===== src/pqc_map.svh =====
// register map, field positions, reset values of the priority classifier
// assumes byte-wide registers on a plain address/strobe port
`ifndef PQC_MAP_SVH
`define PQC_MAP_SVH

`define PQC_ADDR_W          8
`define PQC_DATA_W          8

`define PQC_OFS_LOWER_MAP   8'h80
`define PQC_OFS_UPPER_MAP   8'h81
`define PQC_OFS_SPLIT       8'h82
`define PQC_OFS_MODE        8'hF0
`define PQC_OFS_LAST        8'hF1
`define PQC_OFS_CNT_LOW     8'hF2
`define PQC_OFS_CNT_HIGH    8'hF3

`define PQC_RST_LOWER_MAP   8'h50
`define PQC_RST_UPPER_MAP   8'hFA
`define PQC_RST_THRESHOLD   2'h2
`define PQC_RST_MODE        1'h0

`define PQC_THR_MSB         7
`define PQC_THR_LSB         6
`define PQC_SPLIT_FIXED     6'h04
`define PQC_MODE_TWO_Q_BIT  0

`define PQC_CNT_MAX         8'hFF
`define PQC_READ_ZERO       8'h00

`endif


===== src/pqc_pkg.sv =====
// types shared by the priority classifier
// assumes pqc_map.svh is on the include path
package pqc_pkg;

  typedef enum logic [1:0] {
    PQC_THR_ONLY_3    = 2'h0,
    PQC_THR_BAD       = 2'h1,
    PQC_THR_2_AND_UP  = 2'h2,
    PQC_THR_1_AND_UP  = 2'h3
  } pqc_thr_e;

  typedef struct packed {
    logic       valid;
    logic [2:0] tag;
    logic       use_ds;
    logic [1:0] ds_prio;
  } pqc_req_s;

  typedef struct packed {
    logic       valid;
    logic [1:0] prio;
    logic       high;
  } pqc_res_s;

endpackage : pqc_pkg


===== src/pqc_classifier.sv =====
// priority classifier: tag to 2-bit priority, then low/high queue split
// assumes requests come from parser logic on clk_sys_i, one per cycle
//
// The address-and-strobe port was left to the implementer.
`timescale 1ns/1ps
`include "pqc_map.svh"

module pqc_classifier
  import pqc_pkg::*;
(
  input  wire logic                   clk_sys_i,
  input  wire logic                   rst_n_i,
  input  wire logic [`PQC_ADDR_W-1:0] reg_addr_i,
  input  wire logic [`PQC_DATA_W-1:0] reg_wdata_i,
  input  wire logic                   reg_wr_i,
  input  wire logic                   reg_rd_i,
  output logic      [`PQC_DATA_W-1:0] reg_rdata_o,
  input  wire pqc_req_s               req_i,
  output pqc_res_s                    res_o,
  output logic                        two_queue_o
);

  // priority field of a map byte, two bits per tag
  function automatic logic [1:0] map_field(
    input logic [7:0] map_byte,
    input logic [1:0] idx
  );
    logic [1:0] f;
    f = 2'h0;
    unique case (idx)
      2'h0: f = map_byte[1:0];
      2'h1: f = map_byte[3:2];
      2'h2: f = map_byte[5:4];
      2'h3: f = map_byte[7:6];
    endcase
    return f;
  endfunction

  // unsupported code 01 behaves like the reset split, a safe fallback
  function automatic logic goes_high(
    input logic [1:0] prio,
    input pqc_thr_e   thr
  );
    logic h;
    h = 1'b0;
    unique case (thr)
      PQC_THR_ONLY_3:   h = (prio == 2'h3);
      PQC_THR_BAD:      h = (prio >= 2'h2);
      PQC_THR_2_AND_UP: h = (prio >= 2'h2);
      PQC_THR_1_AND_UP: h = (prio >= 2'h1);
    endcase
    return h;
  endfunction

  // saturating event counter, clear wins over a count
  function automatic logic [7:0] cnt_step(
    input logic [7:0] cnt,
    input logic       clr,
    input logic       inc
  );
    logic [7:0] n;
    n = cnt;
    if (clr) begin
      n = 8'h00;
    end else if (inc && (cnt != `PQC_CNT_MAX)) begin
      n = cnt + 8'h01;
    end
    return n;
  endfunction

  // configuration state
  logic [7:0] lower_map;
  logic [7:0] upper_map;
  pqc_thr_e   two_queue_threshold;
  logic       two_q_en;
  logic [7:0] next_lower_map;
  logic [7:0] next_upper_map;
  pqc_thr_e   next_two_queue_threshold;
  logic       next_two_q_en;

  // observation state
  logic [7:0] cnt_low;
  logic [7:0] cnt_high;
  logic [3:0] last_res;
  logic [7:0] next_cnt_low;
  logic [7:0] next_cnt_high;
  logic [3:0] next_last_res;

  // output state
  pqc_res_s   res_q;
  logic       two_q_q;
  logic [7:0] rdata_q;
  pqc_res_s   next_res;
  logic       next_two_q;
  logic [7:0] next_rdata;

  // classification datapath
  logic [1:0] tag_prio;
  logic [1:0] sel_prio;
  logic       sel_high;

  always_comb begin
    tag_prio = 2'h0;
    if (req_i.tag[2]) begin
      tag_prio = map_field(upper_map, req_i.tag[1:0]);
    end else begin
      tag_prio = map_field(lower_map, req_i.tag[1:0]);
    end
    sel_prio = req_i.use_ds ? req_i.ds_prio : tag_prio;
    sel_high = two_q_en && goes_high(sel_prio, two_queue_threshold);
  end

  // register writes; a write takes effect from the next cycle
  always_comb begin
    next_lower_map           = lower_map;
    next_upper_map           = upper_map;
    next_two_queue_threshold = two_queue_threshold;
    next_two_q_en            = two_q_en;
    if (reg_wr_i) begin
      unique case (reg_addr_i)
        `PQC_OFS_LOWER_MAP: begin
          next_lower_map = reg_wdata_i;
        end
        `PQC_OFS_UPPER_MAP: begin
          next_upper_map = reg_wdata_i;
        end
        `PQC_OFS_SPLIT: begin
          next_two_queue_threshold =
            pqc_thr_e'(reg_wdata_i[`PQC_THR_MSB:`PQC_THR_LSB]);
        end
        `PQC_OFS_MODE: begin
          next_two_q_en = reg_wdata_i[`PQC_MODE_TWO_Q_BIT];
        end
        default: begin
          next_two_q_en = two_q_en;
        end
      endcase
    end
  end

  always_ff @(posedge clk_sys_i or negedge rst_n_i) begin
    if (!rst_n_i) begin
      lower_map           <= `PQC_RST_LOWER_MAP;
      upper_map           <= `PQC_RST_UPPER_MAP;
      two_queue_threshold <= pqc_thr_e'(`PQC_RST_THRESHOLD);
      two_q_en            <= `PQC_RST_MODE;
    end else begin
      lower_map           <= next_lower_map;
      upper_map           <= next_upper_map;
      two_queue_threshold <= next_two_queue_threshold;
      two_q_en            <= next_two_q_en;
    end
  end

  // counters count queue decisions; a write clears
  logic clr_low;
  logic clr_high;

  always_comb begin
    clr_low  = reg_wr_i && (reg_addr_i == `PQC_OFS_CNT_LOW);
    clr_high = reg_wr_i && (reg_addr_i == `PQC_OFS_CNT_HIGH);
    next_cnt_low  = cnt_step(cnt_low, clr_low,
                             req_i.valid && two_q_en && !sel_high);
    next_cnt_high = cnt_step(cnt_high, clr_high,
                             req_i.valid && sel_high);
    next_last_res = last_res;
    if (req_i.valid) begin
      next_last_res = {1'b1, sel_prio, sel_high};
    end
  end

  always_ff @(posedge clk_sys_i or negedge rst_n_i) begin
    if (!rst_n_i) begin
      cnt_low  <= 8'h00;
      cnt_high <= 8'h00;
      last_res <= 4'h0;
    end else begin
      cnt_low  <= next_cnt_low;
      cnt_high <= next_cnt_high;
      last_res <= next_last_res;
    end
  end

  // read mux and result register, one cycle after the request
  always_comb begin
    next_rdata = rdata_q;
    if (reg_rd_i) begin
      unique case (reg_addr_i)
        `PQC_OFS_LOWER_MAP: begin
          next_rdata = lower_map;
        end
        `PQC_OFS_UPPER_MAP: begin
          next_rdata = upper_map;
        end
        `PQC_OFS_SPLIT: begin
          next_rdata = {two_queue_threshold, `PQC_SPLIT_FIXED};
        end
        `PQC_OFS_MODE: begin
          next_rdata = {7'h00, two_q_en};
        end
        `PQC_OFS_LAST: begin
          next_rdata = {4'h0, last_res};
        end
        `PQC_OFS_CNT_LOW: begin
          next_rdata = cnt_low;
        end
        `PQC_OFS_CNT_HIGH: begin
          next_rdata = cnt_high;
        end
        default: begin
          next_rdata = `PQC_READ_ZERO;
        end
      endcase
    end else begin
      // data stand only in the cycle after the strobe
      next_rdata = `PQC_READ_ZERO;
    end
    next_res.valid = req_i.valid;
    next_res.prio  = req_i.valid ? sel_prio : 2'h0;
    next_res.high  = req_i.valid && sel_high;
    next_two_q     = two_q_en;
  end

  always_ff @(posedge clk_sys_i or negedge rst_n_i) begin
    if (!rst_n_i) begin
      rdata_q <= 8'h00;
      res_q   <= '0;
      two_q_q <= 1'b0;
    end else begin
      rdata_q <= next_rdata;
      res_q   <= next_res;
      two_q_q <= next_two_q;
    end
  end

  assign reg_rdata_o = rdata_q;
  assign res_o       = res_q;
  assign two_queue_o = two_q_q;

endmodule // pqc_classifier


===== config.mk =====
export PLATFORM = sky130hd
export DESIGN_NAME = pqc_classifier
export DESIGN_NICKNAME = d
export VERILOG_FILES = /design/src/pqc_pkg.sv /design/src/pqc_classifier.sv
export VERILOG_INCLUDE_DIRS = /design/src
export SDC_FILE = /design/constraint.sdc
export NUM_CORES = 1
export LEC_CHECK = 0
export BUFFER_PORTS_ARGS = -buffer_cell sky130_fd_sc_hd__buf_4
export CAP_MARGIN = 0
export CORE_UTILIZATION = 25
export CTS_CLUSTER_DIAMETER = 60
export DETAILED_ROUTE_END_ITERATION = 6
export PLACE_DENSITY = 0.44
export SLEW_MARGIN = 20
export SYNTH_ARGS = -nofsm -noshare
export SYNTH_HDL_FRONTEND = slang
export SYNTH_SLANG_ARGS = --single-unit

===== constraint.sdc =====
create_clock -name clk_sys_i -period 7.8 [get_ports clk_sys_i]
set_clock_uncertainty 0.1 [all_clocks]
set_input_delay 1.56 -clock clk_sys_i [delete_from_list [all_inputs] [get_ports clk_sys_i]]
set_output_delay 1.56 -clock clk_sys_i [all_outputs]
set_load 0.02 [all_outputs]

### Word level (Yosys, flattened, before mapping)

Index checks and enable logic that the tools add are counted.
W data, S select, Z words.

* bits in latches: 0
* logic and storage cells: 62
* bits in writable memories: 0
* memories kept: 0
* output and inout bits: 13
* ROM bits: 0
* register bits after elaboration: 52
* input port bits: 27

* div/mod/pow operators: 0
* shift-type cells: 0
* bitwise logic cells: 0
* eq/ne operators: 16
* add/subtract/negate cells: 2
* reduce and logical (&&, ||, !) cells: 18
* $lt $le $gt $ge: 2
* $mul: 0
* multiplexer cells: 12

Operators by type and width (count)
* $eq A8 B8 Y1 const B: 7
* $pmux W8 S7: 1
* $mux W8: 5
* $add A8 B1 Y8 const B: 2
* $ne A8 B8 Y1 const B: 2
* $pmux W2 S4: 2
* $eq A2 B2 Y1 const B: 5
* $logic_and A1 B1 Y1: 8
* $reduce_and A2 Y1: 4
* $mux W2: 3
* $eq A2 B1 Y1 const B: 2
* $logic_not A2 Y1: 2
* $reduce_bool A2 Y1: 2
* $pmux W1 S3: 1
* $ge A2 B1 Y1 const B: 1
* $ge A2 B2 Y1 const B: 1
* $reduce_or A2 Y1: 1
* $logic_not A1 Y1: 1

### Logic depth before layout (Yosys ltp)

* depth after elaboration: 12
* mapped depth: 10
* mapped depth without buffers: 9

### Least setup slack after synthesis

Ideal clock, no wire load.

* path type: input-to-reg
* start point: input req_i[4] (netlist name)
* end point: register cnt_high[4]
* stages on the path: 8
* path slack: 4266 ps
* library setup time: 125 ps
* path buffers: 1
* data arrival time: 3309 ps
* required time: 7575 ps
* cell sequence: buf_6 mux2_2 o22ai_1 o21ai_2 o221ai_4 a211oi_2 nor2b_1 mux2_2

* longest elaborated chain between the ends: 10
* elaborated cells between the ends (all ways): 16
* classes of those cells: order compare: 2; eq/ne: 4; mux: 5; reduce/logical: 5

Ends and longest elaborated chain
* start, declared: line pqc_classifier.sv:18 `input wire pqc_req_s req_i,`
* $eq A2 B2 Y1, or another cell as far along: line pqc_classifier.sv:30 `unique case (idx)`
* $pmux W2 S4: line pqc_classifier.sv:30
* $mux W2 *: line pqc_classifier.sv:104 `if (req_i.tag[2]) begin`
* $mux W2 *: line pqc_classifier.sv:109 `sel_prio = req_i.use_ds ? req_i.ds_prio : tag_prio;`
* $ge A2 B1 Y1, or another cell as far along: line pqc_classifier.sv:50 `PQC_THR_1_AND_UP: h = (prio >= 2'h1);`
* $pmux W1 S3 *: line pqc_classifier.sv:46 `unique case (thr)`
* $logic_and A1 B1 Y1 *: line pqc_classifier.sv:110 `sel_high = two_q_en && goes_high(sel_prio, two_queue_threshold);`
* $logic_and A1 B1 Y1 *: line pqc_classifier.sv:165 `req_i.valid && sel_high);`
* $logic_and A1 B1 Y1 *: line pqc_classifier.sv:65 `` end else if (inc && (cnt != `PQC_CNT_MAX)) begin ``
* $reduce_bool A2 Y1 (no line) *
* end signal, assigned: line pqc_classifier.sv:179 `cnt_high <= next_cnt_high;`
* end, declared: line pqc_classifier.sv:83 `logic [7:0] cnt_high;`

Every way passes the cells marked *; elsewhere a longest branch is shown, timed or not.
A chain may end at the register's enable or synchronous reset.

### Final worst setup path

* start point: input reg_addr_i[3]
* end point: register lower_map[1]

* longest elaborated chain between the ends: 2

Ends and longest elaborated chain
* start, declared: line pqc_classifier.sv:13 `` input wire logic [`PQC_ADDR_W-1:0] reg_addr_i, ``
* $eq A8 B8 Y1: line pqc_classifier.sv:120 `unique case (reg_addr_i)`
* $reduce_and A2 Y1 (no line)
* end signal, assigned: line pqc_classifier.sv:143 `` lower_map <= `PQC_RST_LOWER_MAP; ``
* end signal, assigned: line pqc_classifier.sv:148 `lower_map <= next_lower_map;`
* end, declared: line pqc_classifier.sv:72 `logic [7:0] lower_map;`

No other way between the ends.

==> results_dict.tcl <==
set metrics [dict create \
    status "finished, final reports clean" \
    grt_max_degree 53 \
    synth.net_count 284 \
    required_ns 7.91 \
    arrival_ns 3.70 \
    finalHoldViolCount 0 \
    final_max_slew_viol_count 0 \
    cts.sinks 52 \
    clock.fmax_mhz 278 \
    place_congestion 0.802 \
    path_cells "buf_4, nor3b_1, nand2_1, nor3_2, nand2_1, mux2_2" \
    cts_root_buf "clkbuf_8" \
    clkTransAtPathRegs_ns 0.11 \
    critPathKind "primary input to flip-flop" \
    synth_top_area_share_pct 39.6 \
    cts_buffer_depth 2 \
    synth.area.mux_share_pct 12.7 \
    dp_cells 419 \
    wl_per_cell_um 16.4 \
    place.detailed.hpwl_um 5320 \
    die_area_mm2 0.0113 \
    route.vias.total 2080 \
    clk_latency_ns 0.31 \
    start_util_pct 26.1 \
    hold_depth 0 \
    fp.dieH_um 106 \
    track_usage_pct 13.1 \
    peakVddDrop_uv 62.6 \
    synthCells 253 \
    yosysSeqAreaShare_pct 48.3 \
    area_delta_synth_final_pct 19.7 \
    setup_viol 0 \
    cpLargestDelayFamily "simple AND/OR/NAND/NOR gates" \
    synthXorXnorAreaFrac_pct 1.61 \
    ys_warn_count 0 \
    cellPowerDensity_mw_per_mm2 174 \
    htree_levels 2 \
    cts_resized 0 \
    cp_slowest_cell "nor3b_1" \
    worstHoldPathType "flip-flop to flip-flop" \
    drv_cap 0 \
    r2r_cells 9 \
    max_stage_delay_ns 0.50 \
    antenna_found_initial 0 \
    path_depth 6 \
    cp-start-kind "primary input" \
    grt_pass1_vias 2032 \
    cts_tree "done" \
    final_layout_size_suffix_gt1_share_pct 31.6 \
    top_layer "met4" \
    worst_slack_ns 4.21 \
    synth-seq-cells 52 \
    yosys.area_share.simple_pct 16.2 \
    synth_edf_count 0 \
    io_buffers 39 \
    wl_met3_um 149 \
    ant_nets 0 \
    core_mm2 0.0104 \
    dr_wl_met2_um 3440 \
    synth.most_common_cell "dfrtp_1" \
    fin_crit_sh_pct 46.1 \
    synth-compound-area-share_pct 16.5 \
    synthAdderAreaFrac_pct 1.84 \
    synthTopCellsByArea "dfrtp_1 (40%), mux2_2 (9.5%), dfstp_2 (8.7%), a21oi_1 (3.7%), nand2_1 (3.2%)" \
    fp.dieW_um 106 \
    met1Wirelength_um 3320 \
    overflow 0 \
    p_leak_nw 1.43 \
    viasPerCell 4.87 \
    final_nets 321 \
    synthArstFlopShare_pct 100 \
    drtIter0Drc 147 \
    end_kind "flip-flop" \
    first_pass_iters 4 \
    io-pin-count 40 \
    critPathBufInv 1 \
    grt_pass1_wl_um 11300 \
    place_ws_ns 3.88 \
    diodes 0 \
    post-route-min-period_ns 3.59 \
    synth_cell_types 49 \
    synth_area_mm2 0.00272 \
    max_slew_margin_pct 56.0 \
    setup_tns_ns 0 \
    synthFlopType "dfrtp_1" \
    cts_buffers 5 \
    synth_commonest_cells "dfrtp_1 (43), mux2_2 (23), nand2_1 (23), a21oi_1 (20), nor2_1 (18)" \
    critical_path.most_common_cell "nand2_1" \
    final_cells 427 \
    rsz0062_at_grt "no" \
    place_area_mm2 0.00313 \
    drc 0 \
    crit_fanout 9 \
    worst_pin_slew_ns 0.660 \
    synth_top_family_by_area "compound AO/OA/AOI/OAI gates" \
    syn_avg_cell_area_um2 10.7 \
    cts_setup_buffers 0 \
    yosysTopAreaCell "dfrtp_1" \
    final_area_mm2 0.00325 \
    finalWirelength_um 7010 \
    hold_buffers 0 \
    rows 37 \
]
==> cell type report <==
type,instances,area [um2]
clock inverters,2,38.8
clock buffers,6,82.6
fillers,1067,7160
flip-flops and latches,52,1310
well taps,136,170
repair buffers,39,293
inverters,7,26.3
multi-input cells,185,1330
==> metrics by stage <==
| step | total power, mW | hold slack, ns | utilization [%] |
|---|---|---|---|
| after global placement | 0.374 | 0.348 | 30.1 |
| final | 0.566 | 0.355 | 31.2 |
| after CTS | 0.576 | 0.365 | 31.2 |
| after detailed placement | 0.375 | 0.350 | 30.1 |
| after floorplan | 0.340 | 0.284 | - |
| after global routing | 0.592 | 0.382 | 31.2 |
==> final timing paths <==
kind / startpoint / to / slack, ns
worst min register to register: next_two_q / two_queue_o / 0.36
worst min-delay path: next_two_q / two_queue_o / 0.36
max in group asynchronous: rst_n_i / next_two_q / 5.98
worst max-delay path: reg_addr_i[3] / lower_map[1] / 4.21
worst max register to register: two_queue_threshold[1] / cnt_high[4] / 5.06
min in group asynchronous: rst_n_i / lower_map[1] / 1.17
==> layer usage <==
layer,vias to the layer above,GRT usage (%)
met5,-,0
met4,0,4.46
met3,6,1.96
met2,30,20.9
met1,1045,18.1
li1,999,-
==> worst reg2reg max path, delay by kind of cell, from the launching register on <==
| family | cells | cell delay (ns) |
|---|---|---|
| AO/OA/AOI/OAI | 4 | 1.03 |
| adder cells (fa/ha/maj) | 1 | 0.18 |
| buffers and inverters | 2 | 0.23 |
| flip-flops | 1 | 0.56 |
| multiplexers | 1 | 0.34 |
| AND/OR/NAND/NOR | 1 | 0.20 |
==> power by group <==
group	switching, mW	internal, mW	total [mW]
Combinational	0.0376	0.0326	0.0702
Clock	0.0932	0.105	0.198
Sequential	0.0138	0.284	0.298
Total	0.145	0.422	0.566
==> registers in the layout, indices dropped and copies added (netlist names) <==
name / cells
two_queue_threshold: 2
res_o: 4
cnt_high: 8
upper_map: 8
cnt_low: 8
last_res: 4
two_queue_o: 1
lower_map: 8
next_two_q: 1
reg_rdata_o: 8
==> cells by family (layout without fill, tap and decap cells) <==
kind of cell / Yosys count / count (layout)
fa+ha+maj: 4 / 4
mux: 30 / 30
flops: 52 / 52
compound gates: 61 / 61
buf+inv: 16 / 54
simple gates: 85 / 85
xor+xnor: 5 / 5
==> cell usage in the layout, fill, tap and decap left out, types with 6 or more instances in the layout <==
master / netlist / layout
a22oi_1: 11 / 11
mux2_2: 23 / 23
nand3_1: 8 / 8
and3_1: 6 / 6
nand2_1: 23 / 23
nor2_1: 18 / 18
buf_4: 0 / 39
dfstp_2: 9 / 9
dfrtp_1: 43 / 43
a21oi_1: 20 / 20
o21ai_0: 6 / 6
inv_1: 7 / 7
clkbuf_8: 0 / 6
(Power assumes the default switching activity.)
